==> config.mk <==
export PLATFORM = sky130hd
export DESIGN_NAME = cfe_ctrl
export DESIGN_NICKNAME = d
export VERILOG_FILES = /design/src/shared/cfe_pkg.sv /design/src/rtl/cfe_ctrl.sv
export SDC_FILE = /design/constraint.sdc
export NUM_CORES = 1
export LEC_CHECK = 0
export ABC_AREA = 1
export BUFFER_PORTS_ARGS = -buffer_cell sky130_fd_sc_hd__buf_2
export CAP_MARGIN = 40
export CORE_MARGIN = 2
export CORE_UTILIZATION = 54
export DETAILED_ROUTE_END_ITERATION = 6
export GPL_ROUTABILITY_DRIVEN = 0
export PLACE_DENSITY = 0.89
export SKIP_LAST_GASP = 1
export SLEW_MARGIN = 20
export SYNTH_ARGS = -nofsm -noshare
export SYNTH_HDL_FRONTEND = slang
export SYNTH_SLANG_ARGS = --single-unit
==> constraint.sdc <==
create_clock -name sys_clk_in -period 1.6 [get_ports sys_clk_in]
set_clock_uncertainty 0.05 [all_clocks]
set_input_delay 0 -clock sys_clk_in [delete_from_list [all_inputs] [get_ports sys_clk_in]]
set_output_delay 0 -clock sys_clk_in [all_outputs]
set_load 0.02 [all_outputs]
==> src/shared/cfe_pkg.sv <==
package cfe_pkg;
	localparam int unsigned ADDR_W = 5;
	localparam int unsigned DATA_W = 32;
	localparam int unsigned NUM_BUF = 4;
	localparam logic [4:0] OFS_CTRL = 5'h00;
	localparam logic [4:0] OFS_STAT = 5'h04;
	localparam logic [4:0] OFS_IRQF = 5'h08;
	localparam logic [4:0] OFS_ERR = 5'h0C;
	localparam logic [4:0] OFS_RAMWD = 5'h10;
	localparam logic [4:0] OFS_TXREQ = 5'h14;
	localparam logic [4:0] OFS_TXEVT = 5'h18;
	localparam int unsigned CTRL_INIT = 0;
	localparam int unsigned CTRL_CSR = 1;
	localparam int unsigned CTRL_DAR = 2;
	localparam int unsigned CTRL_CCE = 3;
	localparam int unsigned STAT_CSA = 0;
	localparam int unsigned STAT_NODE = 1;
	localparam int unsigned STAT_INTEG = 3;
	localparam int unsigned STAT_CANCEL = 4;
	localparam int unsigned IRQ_MSG_RAM_FAIL_FLAG = 0;
	localparam int unsigned IRQ_WDI = 1;
	localparam int unsigned IRQ_DRX = 2;
	localparam int unsigned IRQ_FIFO0_NEW_FLAG = 3;
	localparam int unsigned IRQ_FIFO1_NEW_FLAG = 4;
	localparam int unsigned IRQ_PEX = 5;
	localparam int unsigned IRQ_W = 6;
	localparam int unsigned ERR_EP = 8;
	localparam int unsigned EVT_BUF = 4;
	localparam logic [1:0] NODE_SYNC = 2'h0;
	localparam logic [1:0] NODE_IDLE = 2'h1;
	localparam logic [1:0] NODE_RX = 2'h2;
	localparam logic [1:0] NODE_TX = 2'h3;
	localparam logic [1:0] EVT_TX = 2'h1;
	localparam logic [1:0] EVT_CANCEL = 2'h2;
	localparam logic [1:0] DEST_DED = 2'h0;
	localparam logic [1:0] DEST_F0 = 2'h1;
	localparam logic [1:0] DEST_F1 = 2'h2;
	localparam logic [7:0] REC_PASSIVE = 8'h7F;
	localparam logic [3:0] INTEG_LAST = 4'hA;
	localparam logic [1:0] IM_THIRD = 2'h2;
	localparam logic [7:0] RAMWD_RST = 8'h00;
	typedef enum logic [1:0] {
		INTEG_RUN = 2'b00,
		INTEG_WAIT_DOM = 2'b01,
		INTEG_COUNT = 2'b10
	} cfe_integ_type;
	typedef struct packed {
		logic sample_pt;
		logic bus_bit;
		logic at_fdf;
		logic at_res;
		logic eof_last;
		logic rx_active;
		logic tx_active;
		logic rx_ok;
		logic [1:0] rx_dest;
		logic ram_req;
		logic ram_gnt;
		logic tx_ok;
		logic tx_lost;
		logic tx_err;
		logic [7:0] rx_error_count;
		logic ep;
	} cfe_link_type;
endpackage : cfe_pkg

==> src/rtl/cfe_ctrl.sv <==
`timescale 1ns/100ps
`default_nettype none
module cfe_ctrl (
	input wire logic sys_clk_in,
	input wire logic rst_n_in,
	input wire logic ce_in,
	input wire logic [cfe_pkg::ADDR_W-1:0] avm_address_in,
	input wire logic avm_read_in,
	input wire logic avm_write_in,
	input wire logic [3:0] avm_byteenable_in,
	input wire logic [cfe_pkg::DATA_W-1:0] avm_writedata_in,
	output logic [cfe_pkg::DATA_W-1:0] avm_readdata_out,
	output logic avm_waitrequest_out,
	input wire cfe_pkg::cfe_link_type link_in,
	output logic tx_req_out,
	output logic [1:0] tx_buf_out,
	output logic tx_corrupt_out,
	output logic bus_integ_out,
	output logic rx_store_bad_out
);
	import cfe_pkg::*;

	typedef struct packed {
		logic bus_wait;
		logic [DATA_W-1:0] rdata;
		logic init;
		logic clock_stop_request;
		logic no_auto_retx_bit;
		logic cce;
		logic clock_stop_ack;
		logic [7:0] ram_wd;
		logic [IRQ_W-1:0] irq;
		logic [NUM_BUF-1:0] pend;
		logic [NUM_BUF-1:0] cancel;
		logic [1:0] evt_type;
		logic [1:0] evt_buf;
		logic [1:0] last_buf;
		logic last_valid;
		logic in_im;
		logic after_rx;
		logic [1:0] im_cnt;
		logic req_window;
		cfe_integ_type integ;
		logic [3:0] integ_cnt;
		logic fdf_q;
		logic discard;
		logic pex_rx;
		logic pex_tx;
		logic init_in_rx;
		logic init_arm;
		logic [7:0] wd_cnt;
		logic ram_wait;
		logic rx_act_q;
		logic tx_act_q;
		logic store_bad;
		logic tx_corrupt;
		logic tx_req;
		logic [1:0] tx_buf;
	} cfe_state_type;

	cfe_state_type st;
	cfe_state_type next_st;
	logic [1:0] node;
	logic wr_go;
	logic [1:0] req_idx;

	function automatic logic hit(input logic [ADDR_W-1:0] a,
			input logic [ADDR_W-1:0] ofs);
		hit = (a == ofs);
	endfunction : hit

	function automatic logic [1:0] first_pend(input logic [NUM_BUF-1:0] p);
		first_pend = 2'h0;
		for (int i = NUM_BUF - 1; i >= 0; i--) begin
			if (p[i]) begin
				first_pend = i[1:0];
			end
		end
	endfunction : first_pend

	always_comb begin
		next_st = st;
		req_idx = avm_writedata_in[1:0];
		// integration counts as sync, so requests are never taken as receiver
		if (st.integ != INTEG_RUN) begin
			node = NODE_SYNC;
		end else if (link_in.tx_active) begin
			node = NODE_TX;
		end else if (link_in.rx_active || st.after_rx) begin
			node = NODE_RX;
		end else begin
			node = NODE_IDLE;
		end
		// one wait cycle per access; the write lands when wait drops
		next_st.bus_wait = !((avm_read_in || avm_write_in) && st.bus_wait);
		wr_go = avm_write_in && !st.bus_wait && avm_byteenable_in[0];
		if (avm_read_in && st.bus_wait) begin
			next_st.rdata = '0;
			case (avm_address_in)
				OFS_CTRL: begin
					next_st.rdata[CTRL_INIT] = st.init;
					next_st.rdata[CTRL_CSR] = st.clock_stop_request;
					next_st.rdata[CTRL_DAR] = st.no_auto_retx_bit;
					next_st.rdata[CTRL_CCE] = st.cce;
				end
				OFS_STAT: begin
					next_st.rdata[STAT_CSA] = st.clock_stop_ack;
					next_st.rdata[STAT_NODE +: 2] = node;
					next_st.rdata[STAT_INTEG] = (st.integ != INTEG_RUN);
					next_st.rdata[STAT_CANCEL +: NUM_BUF] = st.cancel;
				end
				OFS_IRQF: next_st.rdata[IRQ_W-1:0] = st.irq;
				OFS_ERR: begin
					next_st.rdata[7:0] = link_in.rx_error_count;
					next_st.rdata[ERR_EP] = link_in.ep;
				end
				OFS_RAMWD: next_st.rdata[7:0] = st.ram_wd;
				OFS_TXREQ: next_st.rdata[NUM_BUF-1:0] = st.pend;
				OFS_TXEVT: begin
					next_st.rdata[1:0] = st.evt_type;
					next_st.rdata[EVT_BUF +: 2] = st.evt_buf;
				end
				default: next_st.rdata = '0;
			endcase
		end

		// software writes first; hardware events below override them
		if (wr_go && hit(avm_address_in, OFS_CTRL)) begin
			next_st.init = avm_writedata_in[CTRL_INIT];
			next_st.clock_stop_request = avm_writedata_in[CTRL_CSR];
			next_st.no_auto_retx_bit = avm_writedata_in[CTRL_DAR];
			next_st.cce = avm_writedata_in[CTRL_CCE];
			if (avm_writedata_in[CTRL_INIT] && !st.init && link_in.rx_active) begin
				next_st.init_in_rx = 1'b1;
			end
			if (!avm_writedata_in[CTRL_INIT] && st.init && st.init_in_rx) begin
				next_st.init_in_rx = 1'b0;
				next_st.init_arm = 1'b1;
			end
		end
		if (wr_go && hit(avm_address_in, OFS_IRQF)) begin
			next_st.irq = st.irq & ~avm_writedata_in[IRQ_W-1:0];
		end
		if (wr_go && hit(avm_address_in, OFS_RAMWD)) begin
			next_st.ram_wd = avm_writedata_in[7:0];
		end
		if (wr_go && hit(avm_address_in, OFS_TXREQ)) begin
			if (st.no_auto_retx_bit && st.last_valid && req_idx == st.last_buf) begin
				next_st.cancel[req_idx] = 1'b1;
			end else begin
				next_st.pend[req_idx] = 1'b1;
				next_st.cancel[req_idx] = 1'b0;
				// a request taken at the third sample is cleared again below
				if (node == NODE_RX && st.pend == '0) begin
					next_st.req_window = 1'b1;
				end
			end
		end

		// clock stop waits for a quiet bus, so no frame is cut off
		if (st.clock_stop_request && !link_in.rx_active && !link_in.tx_active) begin
			next_st.init = 1'b1;
		end
		next_st.clock_stop_ack = next_st.clock_stop_request && next_st.init
				&& (st.clock_stop_ack || (!link_in.rx_active && !link_in.tx_active));

		if (link_in.sample_pt) begin
			if (link_in.at_fdf) begin
				next_st.fdf_q = link_in.bus_bit;
			end
			if (link_in.at_res && link_in.bus_bit && st.fdf_q) begin
				next_st.integ = INTEG_WAIT_DOM;
				next_st.irq[IRQ_PEX] = 1'b1;
				next_st.discard = 1'b1;
				next_st.pex_rx = 1'b1;
				next_st.pex_tx = 1'b1;
			end else begin
				case (st.integ)
					INTEG_WAIT_DOM: begin
						if (!link_in.bus_bit) begin
							next_st.integ = INTEG_COUNT;
							next_st.integ_cnt = '0;
						end
					end
					INTEG_COUNT: begin
						if (!link_in.bus_bit) begin
							next_st.integ_cnt = '0;
						end else if (st.integ_cnt == INTEG_LAST) begin
							next_st.integ = INTEG_RUN;
							next_st.discard = 1'b0;
						end else begin
							next_st.integ_cnt = st.integ_cnt + 4'h1;
						end
					end
					INTEG_RUN: next_st.integ = INTEG_RUN;
					default: next_st.integ = INTEG_RUN;
				endcase
			end
			if (st.in_im) begin
				next_st.im_cnt = st.im_cnt + 2'h1;
				if (st.im_cnt == IM_THIRD) begin
					next_st.in_im = 1'b0;
					next_st.after_rx = 1'b0;
					next_st.last_valid = 1'b0;
					next_st.req_window = 1'b0;
					if (st.req_window && !link_in.bus_bit) begin
						next_st.tx_corrupt = 1'b1;
					end
				end
			end
		end
		if (link_in.eof_last) begin
			next_st.in_im = 1'b1;
			next_st.im_cnt = '0;
			next_st.after_rx = link_in.rx_active;
		end

		if (link_in.rx_ok && link_in.eof_last && !st.discard
				&& st.integ == INTEG_RUN) begin
			case (link_in.rx_dest)
				DEST_DED: next_st.irq[IRQ_DRX] = 1'b1;
				DEST_F0: next_st.irq[IRQ_FIFO0_NEW_FLAG] = 1'b1;
				DEST_F1: next_st.irq[IRQ_FIFO1_NEW_FLAG] = 1'b1;
				default: next_st.irq[IRQ_DRX] = 1'b1;
			endcase
			if (st.init_arm || st.pex_rx) begin
				next_st.irq[IRQ_MSG_RAM_FAIL_FLAG] = 1'b1;
			end
			next_st.init_arm = 1'b0;
			next_st.pex_rx = 1'b0;
			next_st.store_bad = 1'b0;
		end
		if (link_in.rx_active && link_in.eof_last && link_in.ep
				&& link_in.rx_error_count == REC_PASSIVE) begin
			next_st.irq[IRQ_MSG_RAM_FAIL_FLAG] = 1'b1;
		end

		next_st.rx_act_q = link_in.rx_active;
		if (link_in.ram_gnt || !link_in.ram_req) begin
			next_st.ram_wait = 1'b0;
			next_st.wd_cnt = '0;
		end else begin
			next_st.ram_wait = 1'b1;
			if (st.wd_cnt != st.ram_wd) begin
				next_st.wd_cnt = st.wd_cnt + 8'h01;
			end else if (st.ram_wd != RAMWD_RST) begin
				next_st.irq[IRQ_WDI] = 1'b1;
			end
		end
		// a frame still unstored when the next starts is lost
		if (link_in.rx_active && !st.rx_act_q && st.ram_wait) begin
			next_st.irq[IRQ_MSG_RAM_FAIL_FLAG] = 1'b1;
			next_st.store_bad = 1'b1;
		end

		next_st.tx_act_q = link_in.tx_active;
		if (link_in.tx_active && !st.tx_act_q && st.pex_tx) begin
			next_st.tx_corrupt = 1'b1;
			next_st.pex_tx = 1'b0;
		end
		if (link_in.tx_ok) begin
			next_st.pend[st.tx_buf] = 1'b0;
			next_st.evt_type = EVT_TX;
			next_st.evt_buf = st.tx_buf;
			next_st.last_buf = st.tx_buf;
			next_st.last_valid = 1'b1;
			next_st.tx_corrupt = 1'b0;
			next_st.req_window = 1'b0;
		end else if (link_in.tx_lost || link_in.tx_err) begin
			next_st.tx_corrupt = 1'b0;
			next_st.req_window = 1'b0;
			if (st.no_auto_retx_bit) begin
				next_st.pend[st.tx_buf] = 1'b0;
				next_st.cancel[st.tx_buf] = 1'b1;
			end
		end
		next_st.tx_req = (next_st.pend != '0) && !next_st.init;
		next_st.tx_buf = first_pend(next_st.pend);
	end

	always_ff @(posedge sys_clk_in or negedge rst_n_in) begin
		if (!rst_n_in) begin
			st <= '0;
			st.bus_wait <= 1'b1;
			st.init <= 1'b1;
			st.integ <= INTEG_RUN;
			st.ram_wd <= RAMWD_RST;
		end else if (ce_in) begin
			st <= next_st;
		end
	end

	assign avm_readdata_out = st.rdata;
	assign avm_waitrequest_out = st.bus_wait;
	assign tx_req_out = st.tx_req;
	assign tx_buf_out = st.tx_buf;
	assign tx_corrupt_out = st.tx_corrupt;
	assign bus_integ_out = (st.integ != INTEG_RUN);
	assign rx_store_bad_out = st.store_bad;
endmodule : cfe_ctrl
`default_nettype wire

# Word level (Yosys, flattened, before mapping)
# Cells that the tools add are included.
word_totals:
  register_bits: 74
  output_inout_bits: 39
  elab_cells: 257
  in_bits: 70
classes:
  reduce_logical: 103
  order_cmp: 4
  bitwise_logic: 10
  muxes: 82
  add_sub_neg: 3
  eq_ne: 21
ops:
  columns: ["op", "count"]
  rows:
  - ["$mux 1", 42]
  - ["$reduce_bool 2->1", 20]
  - ["$logic_and 1x1->1", 36]
  - ["$mux 4", 9]
  - ["$mux 8", 4]
  - ["$mux 2", 12]
  - ["$reduce_bool 4->1", 5]
  - ["$mux 6", 3]
  - ["$reduce_and 3->1", 6]
  - ["$mux 16", 1]
  - ["$eq 5x5->1 const B", 3]
  - ["$reduce_and 5->1", 3]
  - ["$pmux 2 s7", 1]
  - ["$reduce_and 2->1", 7]
  - ["$logic_not 1->1", 12]
  - ["$ne 3x3->1 const B", 4]
  - ["$or 4x4->4", 3]
  - ["$pmux 2 s6", 1]
  - ["$eq 5x4->1 const B", 2]
  - ["$pmux 2 s5", 1]
  - ["$mux 9", 1]
  - ["$add 8x1->8 const B", 1]
  - ["$and 4x4->4", 2]
  - ["$eq 2x2->1 const B", 4]
  - ["28 further kinds", 40]

# Depth between registers and ports, before layout
# Gate-level depths: netlist (run 1).
depth:
  ltp_word: 16
  ltp_mapped: 11
  ltp_nobuf: 11

# Least setup slack after synthesis (run 1)
# OpenSTA, ideal clock, no wires.
synth_timing:
  kind: "flip-flop to flip-flop"
  startpoint: "register st, in the netlist avm_waitrequest_out"
  endpoint: "register st[60] (netlist name)"
  stages_incl_launch_ff: 6
  setup_time_ns: 0.125
  period_less_slack_ns: 1.508
  required_time_ns: 1.425
  t_arrival_ns: 1.333
  path_slack_ns: 0.092
  n_path_buf: 0
  cell_sequence: "dfstp_2 inv_1 nand3_1 nor2_1 nand2_1 mux2_2"
synth_via:
  elab_chain_cells: 5
synth_lines:
  columns: ["element", "line", "text"]
  rows:
  - ["from (decl)", "cfe_ctrl.sv:61", "cfe_state_type st;"]
  - ["from (signal assigned)", "cfe_ctrl.sv:289", "st <= next_st;"]
  - ["$logic_not 1->1", "cfe_ctrl.sv:96", "wr_go = avm_write_in && !st.bus_wait && avm_byteenable_in[0];"]
  - ["$logic_and 1x1->1 (2 in a row)", "cfe_ctrl.sv:96", null]
  - ["$logic_and 1x1->1", "cfe_ctrl.sv:144", "if (wr_go && hit(avm_address_in, OFS_RAMWD)) begin"]
  - ["$reduce_and 2->1 (no line)", null, null]
# No other way between the ends.
# A chain may end at the register's enable or synchronous reset.

# Worst setup path after layout (run 1)
layout_timing:
  startpoint: "register st[22] (netlist name)"
  endpoint: "register st[24] (netlist name)"
layout_via:
  elab_chain_cells: 4
  elab_cells_between_ends: 7
  cone_classes: "1 x add/sub; 2 x eq/ne; 3 x mux; 1 x reduce/logical"
layout_lines:
  columns: ["element", "line", "text"]
  rows:
  - ["$add 4x1->4", "cfe_ctrl.sv:192", "next_st.integ_cnt = st.integ_cnt + 4'h1;"]
  - ["$mux 4", "cfe_ctrl.sv:188", "end else if (st.integ_cnt == INTEG_LAST) begin"]
  - ["$mux 4", "cfe_ctrl.sv:186", "if (!link_in.bus_bit) begin"]
  - ["$pmux 4 s2", "cfe_ctrl.sv:178", "case (st.integ)"]
# Parallel ways exist; a longest one is shown, timed or not. The select of a mux whose other input is x is not followed.

==> flow_summary.toml, run 1 <==
[status]
outcome = "completed"

[yosys]
syn-mean-instance-area_um2 = 7.64
synth-adder-area-share = 0.0260
fraction_of_the_yosys_area_taken_by_sequential_cells = 0.428
synth_top_family_by_area = "simple AND/OR/NAND/NOR gates"
synth_area_um2 = 4330
synth.lib_cells_used.distinct = 44
synth_xor_xnor_area_share = 0.00607
share_of_synthesized_flip_flops_with_an_asynchronous_set_or_reset = 1.00
area_fraction_in_and_or_nand_and_nor_cells_after_synthesis = 0.270
gate_count_after_technology_mapping = 567
ys_ff_latch = 74
postSynth.topFlopCell = "sky130_fd_sc_hd__dfrtp_1"
synthesis.yosys.warnings = 0
synthMuxAreaShare = 0.00520
count_of_flip_flops_with_a_built_in_enable_after_synthesis = 0
compound_gate_portion_of_the_synthesized_area = 0.128

[floorplan]
die_x_um = 93.6
die_area_um2 = 8750
floorplan.io_pins = 109
core.rowCount = 32
area_of_the_core_um2 = 7770
floorplan.die.height_um = 93.6
initial_core_util = 0.558

[global_routing]
first_global_vias = 4045
grt_antenna_before_repair = 0
grt_first_pass_wirelength_um = 18200
pin_count_of_the_biggest_net_entering_global_routing = 60
groute.usage.overall = 0.265
overflow_left_after_global_routing = 0

[clocking]
clock_root_buffer = "sky130_fd_sc_hd__clkbuf_8"
worstSkewPairLatency_ps = 360
cts_made_buffers = 9
max-clock-path-buffers = 2
clock_tree.htree_level_count = 3
path_clk_slew_ps = 70
numClockSinks = 74
cts_tree = "done"

[flow_run]
drv.max_cap_violation_count = 0

[setup_path]
worst_ep_required_time_ps = 1780
r2r.worst_path.cells = 11
timing_worst_setup_path_type = "flop to flop"
timing.reg2reg.setup_slack_ps = 10
timing.critical_path.arrival_ps = 1770
cp_slowest_stage_delay_ps = 410
setup.worst_path.end_class = "flop"
path_cells = "inv_2 -> ha_1 -> nand3_2 -> nor2_1 -> inv_1 -> nand2_2 -> inv_2 -> nand2_1 -> nand2_1 -> o21ai_0 -> a31oi_1"
setup.worst_path.start_class = "flop"
peak_fanout_along_the_critical_path = 5
crit_slowest_cell = "sky130_fd_sc_hd__dfrtp_1"

[routing]
vias = 4318
drtIter0Drc = 583
first_pass_iters = 7
post_drt_wl_per_cell_um = 15.2
vias_per_cell = 5.56
drc = 0
number_of_nets_with_antenna_violations_after_detailed_routing = 0
wirelength_um = 11800

[place]
post_placement_worst_setup_slack_ps = -34.1
io_buffers = 58
dp_hpwl_um = 8240

[finish]
multi_input_comb_area_um2 = 2050
final.fill_count = 592
finalNetCount = 748
insertedDiodeCount = 0
final_layout_size_suffix_gt1_frac = 0.206
syn_to_final_growth_pct = 22.6
area.sequential_um2 = 1860

[sta]
layout_min_cycle_time_ps = 1590
post-route-worst-setup-slack_ps = 12.9
report.final.setup_viol = 0
final_min_period_over_clock_period = 0.992
rsz_0062_raised_after_global_routing = "yes"
max_clock_freq_ghz = 0.630
hold_viol = 0
finalHoldWorstSlack_ps = 24.7
final_max_slew_violation_count = 0

[min_path]
hold-path-cell-count = 4
hp-class = "input port to flop"

[power]
vdd.ir_drop.worst_mv = 0.758
power_leakage_nw = 2.63
power-per-cell-area_nw_per_um2 = 1020
## through the flow
step | std cells | setup TNS, ps | total power, mW | instance area, um2 | util
after floorplan | 589 | 0 | 3.33 | 4410 | -
after global placement | 722 | 0 | 3.63 | 4660 | 0.601
after detailed placement | 722 | -65.2 | 3.71 | 4660 | 0.601
after CTS | 769 | 0 | 5.27 | 5180 | 0.668
after global routing | 776 | -126 | 5.69 | 5310 | 0.684
final | 776 | 0 | 5.42 | 5310 | 0.684
## layout by cell type (no fill, tap or decap), types with 2 or more instances in the layout
cell	count
sky130_fd_sc_hd__nand2_1	138
sky130_fd_sc_hd__dfrtp_1	70
sky130_fd_sc_hd__inv_1	68
sky130_fd_sc_hd__o21ai_0	62
sky130_fd_sc_hd__buf_2	57
sky130_fd_sc_hd__nor2_1	32
sky130_fd_sc_hd__dlygate4sd3_1	31
sky130_fd_sc_hd__nand3_1	27
sky130_fd_sc_hd__conb_1	23
sky130_fd_sc_hd__buf_4	21
sky130_fd_sc_hd__nand4_1	17
sky130_fd_sc_hd__nor3_1	13
sky130_fd_sc_hd__clkbuf_8	11
sky130_fd_sc_hd__a21oi_1	10
sky130_fd_sc_hd__inv_2	9
sky130_fd_sc_hd__o21ai_1	8
sky130_fd_sc_hd__ha_1	8
sky130_fd_sc_hd__nand2_2	7
sky130_fd_sc_hd__nand3_2	6
sky130_fd_sc_hd__nor2_4	5
sky130_fd_sc_hd__o22ai_1	4
sky130_fd_sc_hd__nor4_1	3
sky130_fd_sc_hd__nand3_4	2
sky130_fd_sc_hd__nor2_2	2
sky130_fd_sc_hd__a221oi_1	2
sky130_fd_sc_hd__a21boi_0	2
sky130_fd_sc_hd__o221ai_1	2
sky130_fd_sc_hd__a22oi_1	2
sky130_fd_sc_hd__mux2_2	2
sky130_fd_sc_hd__o211ai_1	2
sky130_fd_sc_hd__dfstp_2	2
sky130_fd_sc_hd__clkinvlp_4	2
sky130_fd_sc_hd__dfrtp_2	2
## registers in the layout (all words and copies together), names as in the netlist
name	cells
rx_store_bad_out	1
tx_buf_out	2
avm_readdata_out	9
tx_req_out	1
st	59
avm_waitrequest_out	1
tx_corrupt_out	1
## where the power goes
group	switching, mW	internal (mW)	total [mW]
Clock	0.714	0.804	1.52
Combinational	0.892	0.550	1.44
Sequential	0.261	2.20	2.46
## area by class of cell
| type | instances | share of cell area |
|---|---|---|
| clock inverter | 4 | 0.00943 |
| inverter | 77 | 0.0544 |
| multi-input combinational | 396 | 0.385 |
| tap | 102 | 0.0240 |
| clock buffer | 12 | 0.0292 |
| timing repair buffer | 111 | 0.148 |
| sequential | 74 | 0.350 |
## final timing paths
check / endpoint / start
setup / recovery: st[24]$_DFFE_PN0P_ / st[22]$_DFFE_PN0P_
hold / removal: st[48]$_DFFE_PN0P_ / link_in[2]
setup reg to reg: st[24]$_DFFE_PN0P_ / st[22]$_DFFE_PN0P_
hold reg to reg: st[29]$_DFFE_PN0P_ / st[29]$_DFFE_PN0P_
max in group asynchronous: st[66]$_DFFE_PN1P_ / rst_n_in
min in group asynchronous: tx_buf_out[0]$_DFFE_PN0P_ / rst_n_in
## logic make-up (layout without fill, tap and decap cells)
group / after synthesis / count (layout)
fa+ha+maj: 9 / 9
other cells: 1 / 23
simple gates: 258 / 259
mux: 2 / 2
xor+xnor: 3 / 3
flops: 74 / 74
compound gates: 100 / 100
buf+inv: 120 / 204
## metal layers
| layer | part of all wire | up-vias | GRT usage |
|---|---|---|---|
| met1 | 0.40 | 1995 | 0.352 |
| met4 | 0.033 | 0 | 0.115 |
| met5 | 0 | - | 0 |
| met2 | 0.47 | 274 | 0.429 |
| met3 | 0.092 | 45 | 0.0451 |
| li1 | - | 2004 | - |
## critical path: cells and delay by family, from the launching register on
family                   cells  cell delay, ps
AO/OA/AOI/OAI                2             140
adder cells (fa/ha/maj)      1             160
buffers and inverters        3             240
flip-flops                   1             410
AND/OR/NAND/NOR              5             470
## cells in the mapped netlist, types with 2 or more instances
library cell,n,area share
sky130_fd_sc_hd__nand2_1,142,0.12
sky130_fd_sc_hd__inv_1,74,0.064
sky130_fd_sc_hd__dfrtp_1,72,0.42
sky130_fd_sc_hd__o21ai_0,63,0.073
sky130_fd_sc_hd__buf_4,35,0.061
sky130_fd_sc_hd__nor2_1,33,0.029
sky130_fd_sc_hd__nand3_1,31,0.036
sky130_fd_sc_hd__nand4_1,17,0.025
sky130_fd_sc_hd__nor3_1,13,0.015
sky130_fd_sc_hd__a21oi_1,10,0.012
sky130_fd_sc_hd__ha_1,9,0.026
sky130_fd_sc_hd__o21ai_1,7,0.0081
sky130_fd_sc_hd__buf_2,5,0.0058
sky130_fd_sc_hd__nor2_4,4,0.010
sky130_fd_sc_hd__o22ai_1,4,0.0058
sky130_fd_sc_hd__clkbuf_1,3,0.0026
sky130_fd_sc_hd__inv_2,3,0.0026
sky130_fd_sc_hd__nand2_2,3,0.0043
sky130_fd_sc_hd__nand3_2,3,0.0069
sky130_fd_sc_hd__nor4_1,3,0.0043
sky130_fd_sc_hd__a21boi_0,2,0.0035
sky130_fd_sc_hd__a221oi_1,2,0.0040
sky130_fd_sc_hd__a22oi_1,2,0.0035
sky130_fd_sc_hd__dfstp_2,2,0.012
sky130_fd_sc_hd__mux2_2,2,0.0052
sky130_fd_sc_hd__nor2_2,2,0.0029
sky130_fd_sc_hd__o211ai_1,2,0.0035
sky130_fd_sc_hd__o221ai_1,2,0.0040
sky130_fd_sc_hd__xnor2_1,2,0.0040
## repair_timing
item / CTS / global route
pin swaps: 0 / 11
cloned: 0 / 1
gates resized for setup: 4 / 23
setup buffers: 0 / 6
endpoints found under the setup margin: 2 / 30
hold endpoints to repair: 105 / 0
hold buffers: 31 / 0
No activity file was read; power rests on OpenSTA's default activity.
==> run 2: changes to the inputs <==
--- a/config.mk
+++ b/config.mk
@@ -5,10 +5,9 @@
 export SDC_FILE = /design/constraint.sdc
 export NUM_CORES = 1
 export LEC_CHECK = 0
-export ABC_AREA = 1
 export BUFFER_PORTS_ARGS = -buffer_cell sky130_fd_sc_hd__buf_2
 export CAP_MARGIN = 40
-export CORE_MARGIN = 2
+export CORE_MARGIN = 1.5
 export CORE_UTILIZATION = 54
 export DETAILED_ROUTE_END_ITERATION = 6
 export GPL_ROUTABILITY_DRIVEN = 0
==> flow_summary.toml, run 2 <==
[routing]
post_drt_wl_per_cell_um = 22.2
wirelength_um = 15900
first_pass_iters = 7
vias_per_cell = 6.57
vias = 4688
drc = 0
drtIter0Drc = 678
number_of_nets_with_antenna_violations_after_detailed_routing = 0

[yosys]
ys_ff_latch = 74
synth.top_cell.area_share = 0.404
synthesis.yosys.warnings = 0
fraction_of_the_yosys_area_taken_by_sequential_cells = 0.416
share_of_synthesized_flip_flops_with_an_asynchronous_set_or_reset = 1.00
synth_area_um2 = 4460
count_of_flip_flops_with_a_built_in_enable_after_synthesis = 0
gate_count_after_technology_mapping = 473
ys_top_cells_by_area = "sky130_fd_sc_hd__dfrtp_1 (40%), sky130_fd_sc_hd__buf_4 (5.7%), sky130_fd_sc_hd__mux2_2 (4.5%)"
synthDominantAreaCellType = "sky130_fd_sc_hd__dfrtp_1"
syn-mean-instance-area_um2 = 9.42
postSynth.topFlopCell = "sky130_fd_sc_hd__dfrtp_1"
yosys.cell_count.top_type = "sky130_fd_sc_hd__dfrtp_1"
synth.lib_cells_used.distinct = 70
synth.cells.most_frequent = "sky130_fd_sc_hd__dfrtp_1 (72), sky130_fd_sc_hd__nand2_1 (49), sky130_fd_sc_hd__buf_4 (34), sky130_fd_sc_hd__inv_1 (24), sky130_fd_sc_hd__o21ai_0 (24)"

[finish]
final.fill_count = 467
final_layout_size_suffix_gt1_frac = 0.361
insertedDiodeCount = 0
finalNetCount = 686
largest_register_ffs = 59
summed_area_of_non_filler_cells_in_the_final_layout_um2 = 6020
syn_to_final_growth_pct = 35.1
finalCoreUtilization = 0.768
commonest_non_fill_non_tap_cell_in_the_layout = "sky130_fd_sc_hd__dfrtp_1"
register_name_with_the_most_flops = "st"
most-common-layout-cells = "sky130_fd_sc_hd__dfrtp_1 (68), sky130_fd_sc_hd__buf_4 (59), sky130_fd_sc_hd__buf_2 (58)"

[floorplan]
die_area_um2 = 8810
floorplan.die.height_um = 93.8
area_of_the_core_um2 = 7850
floorplan.io_pins = 109
core.rowCount = 32
initial_core_util = 0.568
die_x_um = 93.8

[sta]
report.final.setup_viol = 18
finalHoldWorstSlack_ps = 9.11
layout_min_cycle_time_ps = 1800
worst_slew_pin_slew_ps = 577
max_clock_freq_ghz = 0.557
final_min_period_over_clock_period = 1.12
post-route-worst-setup-slack_ps = -196
final_max_slew_violation_count = 0
rsz_0062_raised_after_global_routing = "yes"
max-slew-margin-rel = 0.610
hold_viol = 0

[power]
post_layout_total_power_mw = 5.68
power-per-cell-area_nw_per_um2 = 943
power_leakage_nw = 2.75
vdd.ir_drop.worst_mv = 0.741

[setup_path]
timing_worst_setup_path_type = "flop to flop"
peak_fanout_along_the_critical_path = 4
setup.worst_path.start_class = "flop"
worstPathBufferInverterCount = 0
timing.critical_path.arrival_ps = 2030
worst_ep_required_time_ps = 1830
setup.worst_path.end_class = "flop"
critical_path.top_delay_family = "compound AO/OA/AOI/OAI gates"
path_cells = "xnor2_1 -> nand4_1 -> o21ai_1 -> o21ai_0 -> a21oi_2"
cp_slowest_stage_delay_ps = 410
crit_slowest_cell = "sky130_fd_sc_hd__dfrtp_1"

[global_routing]
groute.usage.overall = 0.339
grt_first_pass_wirelength_um = 22500
first_global_vias = 4504
grt_antenna_before_repair = 0
pin_count_of_the_biggest_net_entering_global_routing = 37
overflow_left_after_global_routing = 0

[clocking]
numClockSinks = 74
cts_tree = "done"
worstSkewPairLatency_ps = 370
path_clk_slew_ps = 90
cts_made_buffers = 9
max-clock-path-buffers = 2
clock_root_buffer = "sky130_fd_sc_hd__clkbuf_8"
clock_tree.htree_level_count = 3

[status]
failing_checks = "negative setup slack"
outcome = "finished with violations"

[place]
dp_hpwl_um = 9150
io_buffers = 58
postPlaceCellArea_um2 = 5140

[flow_run]
drv.max_cap_violation_count = 0

[min_path]
hp-class = "input port to flop"
==> run 2: cell types whose count changed in the layout (fill, tap and decap cells not counted), sizes merged, moves of 8 or more <==
cell    before  now
a21oi       11   20
nand3       35   13
o21ai       70   25
nand2      146   49
a31oi        1   10
inv         77   25
a21o         0    8
nor2        39   22
mux2         2   18
a22o         0    9
nand4       17    8
buf         80  124
nand2b       0    9
==> run 2: metal layers <==
layer	global-route usage	part of all wire
met5	0	0
met4	0.184	0.075
met3	0.0890	0.11
met2	0.562	0.47
met1	0.399	0.34
==> run 2: tightest hold or removal path: stages <==
cell,delay [ps]
sky130_fd_sc_hd__buf_2,70
sky130_fd_sc_hd__nor2b_1,80
sky130_fd_sc_hd__a21boi_0,150
sky130_fd_sc_hd__o21ai_0,80
==> run 2: final cells by class <==
type                       instances  area (um2)  area share
clock buffer                      10         128      0.0212
clock inverter                     6         138      0.0229
inverter                          24        90.1      0.0150
multi-input combinational        349        2580       0.429
sequential                        74        1860       0.309
tap                              102         128      0.0212
timing repair buffer             149        1100       0.182
==> run 2: final timing paths <==
kind | cells past startpoint | end | from | slack [ps]
worst min-delay path | 4 | st[10]$_DFFE_PN0P_ | link_in[12] | 9
min in group asynchronous | 2 | st[55]$_DFFE_PN0P_ | rst_n_in | 100
worst max register to register | 5 | st[15]$_DFFE_PN0P_ | st[59]$_DFFE_PN0P_ | -200
worst max-delay path | 5 | st[15]$_DFFE_PN0P_ | st[59]$_DFFE_PN0P_ | -200
max in group asynchronous | 3 | st[66]$_DFFE_PN1P_ | rst_n_in | 750
worst min register to register | 2 | avm_readdata_out[8]$_DFFE_PN0P_ | avm_readdata_out[8]$_DFFE_PN0P_ | 430
==> run 2: timing repair <==
item,4_1_cts,5_1_grt
buffers inserted,5,6
pin swaps,9,20
hold buffers,25,0
endpoints found under the hold margin,101,0
setup endpoints to repair,14,30
resized for setup,16,52
==> run 2: logic make-up after synthesis <==
family                     count (synthesis)  share of synthesized area
DFF                                       74                      0.416
and+or+nand+nor                          162                      0.204
AOI/OAI and AO/OA                        120                      0.184
xor gates and xnor gates                  14                     0.0275
adders and majority gates                  9                     0.0253
buffers and inverters                     72                     0.0901
muxes                                     21                     0.0522
other                                      1                   0.000841
==> run 2: per-stage QoR <==
step                cells  worst slack, ps  TNS [ps]
detailed placement    665            -28.7     -79.0
global route          714             -282     -3060
global placement      665             10.5         0
CTS                   710            -34.6      -204
finish                714             -196     -1420
floorplan             495            -16.1      -130
==> run 2: report_power, final <==
part	internal [mW]	total (mW)	switching, mW
clock network	1.20	1.99	0.784
registers	2.09	2.30	0.207
logic	0.605	1.39	0.787
total	3.90	5.68	1.78
==> run 3: changes to the inputs <==
--- a/config.mk
+++ b/config.mk
@@ -5,6 +5,7 @@
 export SDC_FILE = /design/constraint.sdc
 export NUM_CORES = 1
 export LEC_CHECK = 0
+export ABC_AREA = 1
 export BUFFER_PORTS_ARGS = -buffer_cell sky130_fd_sc_hd__buf_2
 export CAP_MARGIN = 40
 export CORE_MARGIN = 1.5
==> flow_summary.toml, run 3 (synthesis results as in run 1) <==
[finish]
register_name_with_the_most_flops = "st"
most-common-layout-cells = "sky130_fd_sc_hd__nand2_1 (139), sky130_fd_sc_hd__dfrtp_1 (70), sky130_fd_sc_hd__inv_1 (68)"
final.fill_count = 597
multi_input_comb_area_um2 = 2040
finalNetCount = 738
area.sequential_um2 = 1860
summed_area_of_non_filler_cells_in_the_final_layout_um2 = 5240
final_layout_size_suffix_gt1_frac = 0.205
insertedDiodeCount = 0
largest_register_ffs = 59
commonest_non_fill_non_tap_cell_in_the_layout = "sky130_fd_sc_hd__nand2_1"
syn_to_final_growth_pct = 21.0
layout.cells.non_filler = 766

[setup_path]
peak_fanout_along_the_critical_path = 5
worst_ep_required_time_ps = 1820
critPathCapture = "st[24]$_DFFE_PN0P_"
timing_worst_setup_path_type = "flop to flop"
timing.critical_path.arrival_ps = 1790
crit_slowest_cell = "sky130_fd_sc_hd__dfrtp_1"
timing.reg2reg.setup_slack_ps = 20
cp-startpoint = "st[26]$_DFFE_PN0P_"
cp_slowest_stage_delay_ps = 390
path_cells = "inv_2 -> ha_1 -> nand2_2 -> nor2_2 -> inv_1 -> nand2_2 -> inv_2 -> nand2_1 -> nand2_1 -> o21ai_1 -> a31oi_1"
r2r.worst_path.cells = 11
setup.worst_path.end_class = "flop"
setup.worst_path.start_class = "flop"
r2r-end = "st[24]$_DFFE_PN0P_"
worstReg2RegStart = "st[26]$_DFFE_PN0P_"

[min_path]
hp-class = "input port to flop"
hp-start = "avm_address_in[0]"

[routing]
vias_per_cell = 5.53
drtIter0Drc = 466
vias = 4234
number_of_nets_with_antenna_violations_after_detailed_routing = 0
wirelength_um = 11900
drc = 0
post_drt_wl_per_cell_um = 15.6
first_pass_iters = 6

[floorplan]
die_area_um2 = 8570
floorplan.io_pins = 109
core.rowCount = 32
floorplan.die.height_um = 92.6
area_of_the_core_um2 = 7730
die_x_um = 92.6
initial_core_util = 0.560

[global_routing]
groute.usage.overall = 0.286
grt_antenna_before_repair = 0
first_global_vias = 4073
overflow_left_after_global_routing = 0
grt_first_pass_wirelength_um = 19100
pin_count_of_the_biggest_net_entering_global_routing = 50

[place]
io_buffers = 58
dp_hpwl_um = 8340
dp.cells = 720
postPlaceCellArea_um2 = 4640
post_placement_worst_setup_slack_ps = -82.3

[clocking]
clock_tree.htree_level_count = 3
cts_made_buffers = 9
worstSkewPairLatency_ps = 350
path_clk_slew_ps = 80
max-clock-path-buffers = 2
clock_root_buffer = "sky130_fd_sc_hd__clkbuf_8"
cts_tree = "done"
numClockSinks = 74

[sta]
max_clock_freq_ghz = 0.634
final_min_period_over_clock_period = 0.986
hold_viol = 0
layout_min_cycle_time_ps = 1580
rsz_0062_raised_after_global_routing = "yes"
final_max_slew_violation_count = 0
post-route-worst-setup-slack_ps = 21.7
report.final.setup_viol = 0
max-slew-margin-rel = 0.591
worst_slew_pin_slew_ps = 613

[status]
outcome = "completed"

[power]
vdd.ir_drop.worst_mv = 0.891
power_leakage_nw = 2.61
power-per-cell-area_nw_per_um2 = 1080

[flow_run]
drv.max_cap_violation_count = 0
-- run 3: power by group --
group / internal [mW] / leakage (nW) / switching [mW] / total [mW]
clock network: 1.08 / 0.121 / 0.690 / 1.77
registers: 2.20 / 0.932 / 0.273 / 2.47
logic: 0.538 / 1.56 / 0.904 / 1.44
-- run 3: metal layers --
metal  wire length [um]  up-vias  part of all wire  GRT usage
met5                  0        -                 0          0
met4                391        0             0.033      0.104
met3               1070       43             0.090     0.0640
met1               4650     1954              0.39      0.359
li1                   -     1984                 -          -
met2               5800      253              0.49      0.482
-- run 3: layout make-up --
cell class	count	share of cell area
Multi-Input combinational cell	395	0.389
Inverter	77	0.0551
Clock buffer	12	0.0277
Timing Repair Buffer	102	0.130
Tap cell	102	0.0243
Clock inverter	4	0.0189
Sequential cell	74	0.354
-- run 3: worst min path at each step --
stage	to	slack, ps	depth (start not counted)
final	avm_readdata_out[8]$_DFFE_PN0P_	20	4
after global routing	st[20]$_DFFE_PN0P_	40	4
after CTS	st[20]$_DFFE_PN0P_	4	4
after detailed placement	st[34]$_DFFE_PN0P_	-30	2
after global placement	st[34]$_DFFE_PN0P_	-30	2
after floorplan	avm_readdata_out[0]$_DFFE_PN0P_	-350	0
-- run 3: critical path: cells and delay by family (launching register included) --
| kind | cells | cell delay [ps] |
|---|---|---|
| adders and majority gates | 1 | 220 |
| and+or+nand+nor | 5 | 350 |
| DFF | 1 | 390 |
| AOI/OAI and AO/OA | 2 | 230 |
| buffers and inverters | 3 | 260 |
-- run 3: what timing repair did --
item,4_1_cts,5_1_grt
pin swaps,0,5
setup endpoints to repair,6,34
gates resized for setup,3,23
hold endpoints to repair,102,0
hold buffers,25,0
buffers inserted,1,4
-- run 3: through the flow --
| stage | utilization | setup TNS [ps] | hold slack [ps] | total power [mW] |
|---|---|---|---|---|
| final | 0.678 | 0 | 19.7 | 5.68 |
| after detailed placement | 0.600 | -149 | -30.1 | 3.70 |
| after floorplan | - | 0 | -346 | 3.33 |
| after global placement | 0.600 | 0 | -33.2 | 3.62 |
| after CTS | 0.665 | -15.0 | 4.22 | 5.55 |
| after global routing | 0.678 | -519 | 36.4 | 5.98 |
